File: src/hw/bcd_pkg.sv
package bcd_pkg;
	localparam int MAG_W = 16;
	// magnitudes are scaled so that rated current equals RATED_MAG
	localparam logic [MAG_W-1:0] RATED_MAG = 16'h2710;
	// lower window edge 6.67 % of rated, held as hundredths of a percent
	localparam int I1_MIN_BP = 667;
	localparam int I1_MAX_BP = 10000;
	localparam int BP_FULL = 10000;
	localparam int PCT_W = 7;
	localparam logic [PCT_W-1:0] RATIO_MIN = 7'h0A;
	localparam logic [PCT_W-1:0] RATIO_MAX = 7'h5A;
	localparam logic [PCT_W-1:0] RATIO_DEFAULT = 7'h32;
	localparam int PCT_FULL = 100;
	localparam int DELAY_W = 16;
	localparam logic [DELAY_W-1:0] DELAY_MIN_MS = 16'h0064;
	localparam logic [DELAY_W-1:0] DELAY_MAX_MS = 16'hEA60;
	localparam logic [DELAY_W-1:0] DELAY_DEFAULT_MS = 16'h03E8;
	localparam int CLK_HZ = 50000000;
	localparam int MS_PER_S = 1000;
	localparam int CYC_PER_MS = CLK_HZ / MS_PER_S;
	localparam int MS_TICK_W = 16;

	typedef struct packed {
		logic [MAG_W-1:0] positive_seq_magnitude;
		logic [MAG_W-1:0] negative_seq_magnitude;
	} seq_pair_type;

	typedef struct packed {
		logic operation_on;
		logic start_signal_only;
		logic [PCT_W-1:0] ratio_limit_setting;
		logic [DELAY_W-1:0] time_delay_ms;
	} settings_type;

	typedef struct packed {
		logic start_on;
		logic start_off;
		logic trip_on;
		logic trip_off;
	} events_type;
endpackage

File: src/hw/broken_conductor_detector.sv
`timescale 1ns/10ps
module broken_conductor_detector
	import bcd_pkg::*;
#(
	parameter int CYCLES_PER_MS = CYC_PER_MS
) (
	input wire logic core_clk, // system clock, 50 MHz
	input wire logic sys_rst, // synchronous reset, active high
	input wire seq_pair_type seq_in, // sequence magnitudes from upstream
	input wire settings_type settings, // operation, start-only, limit, delay
	input wire logic user_block_input, // user blocking, asynchronous level
	output logic general_start_flag, // start decision
	output logic general_trip_flag, // trip decision
	output events_type flag_events // one-cycle transition pulses
);
	logic block_meta;
	logic block_sync;
	logic [PCT_W-1:0] limit_eff;
	logic [DELAY_W-1:0] delay_eff;
	logic [MAG_W+7:0] neg_scaled;
	logic [MAG_W+7:0] pos_scaled;
	logic [MAG_W+15:0] i1_scaled;
	logic [MAG_W+15:0] i1_lo;
	logic [MAG_W+15:0] i1_hi;
	logic ratio_over;
	logic i1_window;
	logic enabled;
	logic next_start;
	logic timer_expired;
	logic next_trip;
	logic start_prev;
	logic trip_prev;

	// pin-level block input passes two flops first
	always_ff @(posedge core_clk) begin
		if (sys_rst) begin
			block_meta <= 1'b0;
			block_sync <= 1'b0;
		end else begin
			block_meta <= user_block_input;
			block_sync <= block_meta;
		end
	end

	// out-of-range settings are clamped rather than rejected
	always_comb begin
		if (settings.ratio_limit_setting < RATIO_MIN) begin
			limit_eff = RATIO_MIN;
		end else if (settings.ratio_limit_setting > RATIO_MAX) begin
			limit_eff = RATIO_MAX;
		end else begin
			limit_eff = settings.ratio_limit_setting;
		end
		if (settings.time_delay_ms < DELAY_MIN_MS) begin
			delay_eff = DELAY_MIN_MS;
		end else if (settings.time_delay_ms > DELAY_MAX_MS) begin
			delay_eff = DELAY_MAX_MS;
		end else begin
			delay_eff = settings.time_delay_ms;
		end
	end

	// cross-multiplied so no divider is needed: 100*I2 > limit*I1
	always_comb begin
		neg_scaled = (MAG_W+8)'(seq_in.negative_seq_magnitude) * (MAG_W+8)'(PCT_FULL);
		pos_scaled = (MAG_W+8)'(seq_in.positive_seq_magnitude) * (MAG_W+8)'(limit_eff);
		i1_scaled = (MAG_W+16)'(seq_in.positive_seq_magnitude) * (MAG_W+16)'(BP_FULL);
		i1_lo = (MAG_W+16)'(RATED_MAG) * (MAG_W+16)'(I1_MIN_BP);
		i1_hi = (MAG_W+16)'(RATED_MAG) * (MAG_W+16)'(I1_MAX_BP);
		ratio_over = (neg_scaled > pos_scaled);
		i1_window = (i1_scaled >= i1_lo) && (i1_scaled <= i1_hi);
		enabled = settings.operation_on && !block_sync;
		next_start = enabled && ratio_over && i1_window;
	end

	always_ff @(posedge core_clk) begin
		if (sys_rst) begin
			general_start_flag <= 1'b0;
		end else begin
			general_start_flag <= next_start;
		end
	end

	// timer runs on the raw condition so its count begins at fault onset
	ms_timer #(
		.CYCLES_PER_MS(CYCLES_PER_MS)
	) delay_timer (
		.core_clk(core_clk),
		.sys_rst(sys_rst),
		.run(next_start),
		.target_ms(delay_eff),
		.expired(timer_expired)
	);

	always_comb begin
		next_trip = next_start && timer_expired && !settings.start_signal_only;
	end

	always_ff @(posedge core_clk) begin
		if (sys_rst) begin
			general_trip_flag <= 1'b0;
		end else begin
			general_trip_flag <= next_trip;
		end
	end

	// previous flag values turn registered level changes into events one cycle later
	always_ff @(posedge core_clk) begin
		if (sys_rst) begin
			start_prev <= 1'b0;
			trip_prev <= 1'b0;
		end else begin
			start_prev <= general_start_flag;
			trip_prev <= general_trip_flag;
		end
	end

	always_ff @(posedge core_clk) begin
		if (sys_rst) begin
			flag_events <= '0;
		end else begin
			flag_events.start_on <= general_start_flag && !start_prev;
			flag_events.start_off <= !general_start_flag && start_prev;
			flag_events.trip_on <= general_trip_flag && !trip_prev;
			flag_events.trip_off <= !general_trip_flag && trip_prev;
		end
	end

	off_forces_low_a: assert property (@(posedge core_clk) disable iff (sys_rst)
		(!settings.operation_on || block_sync) |=> (!general_start_flag && !general_trip_flag))
		else $error("flags active while disabled");
	start_needs_window_a: assert property (@(posedge core_clk) disable iff (sys_rst)
		general_start_flag |-> $past(i1_window) && $past(ratio_over))
		else $error("start without ratio or window");
	window_blocks_start_a: assert property (@(posedge core_clk) disable iff (sys_rst)
		!i1_window |=> !general_start_flag)
		else $error("start outside current window");
	trip_needs_start_a: assert property (@(posedge core_clk) disable iff (sys_rst)
		general_trip_flag |-> general_start_flag)
		else $error("trip without start");
	start_only_a: assert property (@(posedge core_clk) disable iff (sys_rst)
		settings.start_signal_only |=> !general_trip_flag)
		else $error("trip in start-only mode");
	limit_range_a: assert property (@(posedge core_clk) disable iff (sys_rst)
		limit_eff >= RATIO_MIN && limit_eff <= RATIO_MAX)
		else $error("ratio limit outside range");
	trip_drop_a: assert property (@(posedge core_clk) disable iff (sys_rst)
		$fell(general_start_flag) |-> !general_trip_flag ##1 !general_trip_flag)
		else $error("trip held after start loss");
	start_event_a: assert property (@(posedge core_clk) disable iff (sys_rst)
		$rose(general_start_flag) |=> flag_events.start_on && !flag_events.start_off)
		else $error("missing start-on event");
	trip_event_a: assert property (@(posedge core_clk) disable iff (sys_rst)
		$fell(general_trip_flag) |=> flag_events.trip_off)
		else $error("missing trip-off event");
	trip_not_early_a: assert property (@(posedge core_clk) disable iff (sys_rst)
		$rose(general_trip_flag) |-> $past(general_start_flag, 2))
		else $error("trip too soon after onset");

	// flags track the decision one cycle late in both directions
	start_follows_a: assert property (@(posedge core_clk) disable iff (sys_rst)
		next_start |=> general_start_flag)
		else $error("start did not follow condition");
	start_drops_a: assert property (@(posedge core_clk) disable iff (sys_rst)
		!next_start |=> !general_start_flag)
		else $error("start held without condition");
	trip_follows_a: assert property (@(posedge core_clk) disable iff (sys_rst)
		next_trip |=> general_trip_flag)
		else $error("trip did not follow decision");
	trip_clears_a: assert property (@(posedge core_clk) disable iff (sys_rst)
		!next_trip |=> !general_trip_flag)
		else $error("trip held without decision");
	ratio_strict_a: assert property (@(posedge core_clk) disable iff (sys_rst)
		(neg_scaled == pos_scaled) |=> !general_start_flag)
		else $error("start at ratio equal to limit");
	window_upper_a: assert property (@(posedge core_clk) disable iff (sys_rst)
		(seq_in.positive_seq_magnitude > RATED_MAG) |=> !general_start_flag)
		else $error("start above rated current");
	window_lower_a: assert property (@(posedge core_clk) disable iff (sys_rst)
		(i1_scaled < i1_lo) |=> !general_start_flag)
		else $error("start below minimum current");
	delay_range_a: assert property (@(posedge core_clk) disable iff (sys_rst)
		delay_eff >= DELAY_MIN_MS && delay_eff <= DELAY_MAX_MS)
		else $error("delay outside range");
	limit_pass_a: assert property (@(posedge core_clk) disable iff (sys_rst)
		(settings.ratio_limit_setting >= RATIO_MIN && settings.ratio_limit_setting <= RATIO_MAX)
		|-> (limit_eff == settings.ratio_limit_setting))
		else $error("legal ratio limit altered");
	block_pipe_a: assert property (@(posedge core_clk) disable iff (sys_rst)
		block_sync |-> $past(block_meta))
		else $error("block synchroniser skipped a stage");
	trip_on_event_a: assert property (@(posedge core_clk) disable iff (sys_rst)
		$rose(general_trip_flag) |=> flag_events.trip_on)
		else $error("missing trip-on event");
	start_off_event_a: assert property (@(posedge core_clk) disable iff (sys_rst)
		$fell(general_start_flag) |=> flag_events.start_off)
		else $error("missing start-off event");
	start_pulse_a: assert property (@(posedge core_clk) disable iff (sys_rst)
		flag_events.start_on |=> !flag_events.start_on)
		else $error("start-on event longer than one cycle");
	trip_pulse_a: assert property (@(posedge core_clk) disable iff (sys_rst)
		flag_events.trip_on |=> !flag_events.trip_on)
		else $error("trip-on event longer than one cycle");
	expired_needs_run_a: assert property (@(posedge core_clk) disable iff (sys_rst)
		timer_expired |-> $past(next_start))
		else $error("timer expired without running");
endmodule // broken_conductor_detector

File: src/hw/ms_timer.sv
`timescale 1ns/10ps
module ms_timer
	import bcd_pkg::*;
#(
	parameter int CYCLES_PER_MS = CYC_PER_MS
) (
	input wire logic core_clk, // system clock
	input wire logic sys_rst, // synchronous reset
	input wire logic run, // count while high, clear while low
	input wire logic [DELAY_W-1:0] target_ms, // delay to reach
	output logic expired // target reached, holds while run
);
	logic [MS_TICK_W-1:0] tick_cnt;
	logic [DELAY_W-1:0] ms_cnt;

	// dropping run restarts from zero so a chattering start never accumulates
	always_ff @(posedge core_clk) begin
		if (sys_rst || !run) begin
			tick_cnt <= '0;
		end else if (tick_cnt == MS_TICK_W'(CYCLES_PER_MS - 1)) begin
			tick_cnt <= '0;
		end else begin
			tick_cnt <= tick_cnt + 1'b1;
		end
	end

	always_ff @(posedge core_clk) begin
		if (sys_rst || !run) begin
			ms_cnt <= '0;
		end else if (tick_cnt == MS_TICK_W'(CYCLES_PER_MS - 1) && ms_cnt != target_ms) begin
			ms_cnt <= ms_cnt + 1'b1;
		end
	end

	always_ff @(posedge core_clk) begin
		if (sys_rst || !run) begin
			expired <= 1'b0;
		end else begin
			expired <= (ms_cnt >= target_ms);
		end
	end
endmodule // ms_timer

File: config.mk
export PLATFORM = sky130hd
export DESIGN_NAME = broken_conductor_detector
export DESIGN_NICKNAME = d
export VERILOG_FILES = /design/src/hw/bcd_pkg.sv /design/src/hw/broken_conductor_detector.sv /design/src/hw/ms_timer.sv
export SDC_FILE = /design/constraint.sdc
export NUM_CORES = 1
export LEC_CHECK = 0
export ABC_AREA = 0
export BUFFER_PORTS_ARGS = -buffer_cell sky130_fd_sc_hd__buf_4
export CAP_MARGIN = 20
export CORE_ASPECT_RATIO = 0.9
export CORE_MARGIN = 2
export CORE_UTILIZATION = 58
export CTS_CLUSTER_DIAMETER = 200
export DETAILED_ROUTE_END_ITERATION = 12
export PLACE_DENSITY_LB_ADDON = 0.2
export SLEW_MARGIN = 20
export SYNTH_ARGS = -nofsm -noshare
export SYNTH_HDL_FRONTEND = slang
export SYNTH_SLANG_ARGS = --single-unit
File: constraint.sdc
create_clock -name core_clk -period 8.5 [get_ports core_clk]
set_clock_uncertainty 0.15 [all_clocks]
set_input_delay 1.275 -clock core_clk [delete_from_list [all_inputs] [get_ports core_clk]]
set_output_delay 1.275 -clock core_clk [all_outputs]
set_load 0.01 [all_outputs]
==> metrics.md <==
| Metric | Value |
|---|---|
| Antenna diodes | `0` |
| WS Path Type | `in2reg` |
| Synth Area in XOR/XNOR | `5.987%` |
| Final Hold Viols | `0` |
| Routed length per instance | `14.10 um` |
| Synthesized Nets | `1655` |
| Final Cycle Share | `95.23%` |
| Max IR drop VDD | `163.7 uV` |
| Final Slew Violations | `0` |
| Yosys cell types | `67` |
| Clock Tree Buf Depth | `2` |
| Metal2 WL | `10320 um` |
| Buffers on Ports | `65` |
| Slowest cell on crit path | `fa_1` |
| Die footprint | `19770 um^2` |
| DR pass1 iterations | `4` |
| PD cells | `255.0 nW/um^2` |
| Starting density of the core | `59.00%` |
| Synth Instances | `1274` |
| DRC violations left | `0` |
| Area delta synth->final | `11.35%` |
| IO Pins | `66` |
| WL met1 | `11460 um` |
| Status | `finished, final reports clean` |
| CTS tree | `yes` |
| Post-synthesis register bit count | `43` |
| Finish-stage setup viols | `0` |
| First-pass GRT wire length | `39850 um` |
| Rel. slew slack | `47.01%` |
| Total number of vias | `8795` |
| Largest family of logic cells by synthesized area | `adder cells` |
| Core Region | `18350 um^2` |
| Largest net degree at the start of global routing | `20` |
| Filler cells | `1601` |
| LEAKAGE | `6.211 nW` |
| Tightest Pin Transition | `774.8 ps` |
| Crit. End Element | `register` |
| RSZ-0062 raised after global routing | `true` |
| Synth Area in Adders | `45.08%` |
| Fraction of registers with async set/reset | `0%` |
| Clk_lat worst skew | `280 ps` |
| Mean area per synthesized cell | `8.497 um^2` |
| Final Wtd Congestion | `0.8498` |
| Crit path buffers/inverters | `9` |
| Clock transition at the registers of the reported paths | `60 ps` |
| Synthesis warning total | `0` |
| Die Span Y | `133.6 um` |
| Tmin final | `8095 ps` |
| Worst min path class | `reg2reg` |
| Synth Area in Compound Gates | `11.78%` |
| Detail Route Antenna Nets | `0` |
| Vias in the first global route | `8653` |
| Startpoint Class | `input pin` |
| Post-synth EDFFs | `0` |
| Num Clock Sinks | `43` |
| Sequential cell area fraction in the yosys report | `7.952%` |
| Critical-path maximum fanout | `10` |
| Detailed-placement wirelength estimate | `19020 um` |
| Top Family by Delay on Critical Path | `adder cells` |
| Fin nets | `1745` |
| Rows | `47` |
| WL met3 | `833 um` |
| Cell Area, Synth | `10830 um^2` |
| Vias per cell | `5.463` |
| CTS HTree Levels | `2` |
| Peak Freq | `123.5 MHz` |
| Crit-path max cell delay | `530 ps` |
| Root buf cell | `clkbuf_16` |
| Number of CTS-inserted buffers | `5` |
| GRT overflow | `0` |
| Die X | `148.0 um` |
| Total GRT Usage | `23.85%` |
| Max_cap viols | `0` |
| Synth Flop Type | `dfxtp_1` |
| Worst Path Arrival | `8150 ps` |
| DP Area | `11770 um^2` |
| Worst Path Required | `8550 ps` |
| Top routing layer in use | `met4` |
| Routed WL | `22700 um` |
| Final Cell Area | `12050 um^2` |
| Antenna violations before repair | `0` |
| Multiplexer area fraction after synthesis | `0.09246%` |
| Synth Area in Simple Gates | `19.01%` |
| Total power | `0.003073 W` |
| Starting DRT DRC Count | `377` |
| Share of post-route cells with drive strength above 1 | `12.38%` |
[cell families after synthesis]
logic type	after synthesis
AND/OR/NAND/NOR	376
adder cells (fa/ha/maj)	321
AO/OA/AOI/OAI	185
flip-flops	43
multiplexers	1
XOR/XNOR	74
buffers and inverters	274
[final timing paths]
check,startpoint,to,slack [ps],cells after the start
min reg2reg,start_prev$_SDFF_PP0_,flag_events[3]$_SDFF_PP0_,260,1
max reg2reg,delay_timer.tick_cnt[6]$_SDFF_PP0_,delay_timer.ms_cnt[15]$_SDFFE_PP0P_,5650,8
min,start_prev$_SDFF_PP0_,flag_events[3]$_SDFF_PP0_,260,1
max,settings[21],delay_timer.ms_cnt[7]$_SDFFE_PP0P_,410,34
[cell usage in the layout, fill, tap and decap left out, types with 18 or more instances in the layout]
cell	count
inv_1	253
ha_1	206
fa_1	115
buf_4	101
nand2_1	71
nor2_1	67
a21oi_1	48
and2_1	47
dfxtp_1	43
xnor2_1	42
xor2_1	32
nor3_1	30
o21ai_0	28
and3_1	26
a21o_1	25
nor3_2	25
nand3_1	24
nor2b_1	22
nand4_1	18
[registers in the layout (all words and copies together), names as in the netlist]
signal / cells
general_trip_flag: 1
delay_timer.expired: 1
flag_events: 4
delay_timer.tick_cnt: 16
start_prev: 1
delay_timer.ms_cnt: 16
trip_prev: 1
block_sync: 1
general_start_flag: 1
block_meta: 1
[cell usage after synthesis, types with 5 or more instances]
cell type	number	area share [%]
nand3_1	24	1.1
buf_6	7	0.73
nor4_1	6	0.35
nor3_1	35	1.6
o211ai_1	6	0.42
o2111ai_1	5	0.40
inv_1	253	8.8
clkbuf_1	10	0.35
ha_1	206	24
a21o_1	25	1.7
o21ai_0	28	1.3
and2_1	47	2.7
nand2b_1	11	0.64
xor2_1	32	2.6
nor2_1	67	2.3
a211oi_1	6	0.42
a31oi_1	8	0.46
nor3_2	21	1.9
nor2b_1	23	1.3
xnor2_1	42	3.4
fa_1	115	21
nand4_1	18	1.0
dfxtp_1	43	8.0
a21oi_1	51	2.4
nand2_1	71	2.5
and4_1	6	0.49
and3_1	26	1.5
o21a_1	13	0.90
[routing by layer]
metal | vias up | global-route usage (%)
met3 | 6 | 2.295
met1 | 4231 | 36.22
met2 | 144 | 38.27
li1 | 4414 | -
met4 | 0 | 2.328
met5 | - | 0
[metrics by stage]
stage	instances	setup TNS [ps]	setup WS [ps]	utilization [%]	hold WS, ps
6_report	1610	0	405.0	65.70	264.7
5_1_grt	1610	-352.8	-41.50	65.70	292.2
4_1_cts	1609	0	70.27	64.94	269.4
3_5_place_dp	1601	-2469	-147.5	64.17	261.3
3_3_place_gp	1601	0	18.29	64.17	251.4
2_1_floorplan	1274	0	233.0	-	233.5
[power by group]
group	internal (W)	switching, W
registers	0.000204	0.00000128
logic	0.00115	0.00153
clock network	0.000108	0.0000731
[area by class of cell]
type                            count  area [um^2]  share of cell area, %
Sequential cell                    43        860.8                  7.141
Clock inverter                      2        12.51                 0.1038
Clock buffer                        6        128.9                  1.069
Inverter                          253        949.7                  7.878
Tap cell                          245        306.5                  2.543
Timing Repair Buffer              104        800.8                  6.643
Multi-Input combinational cell    957         8995                  74.62
[repair_timing]
action	4_1_cts	5_1_grt
resized for setup	0	25
hold buffers	0	0
buffers inserted	0	1
setup endpoints to repair	0	35
endpoints found under the hold margin	0	0
Note: power is estimated with default switching activity, not from simulation.
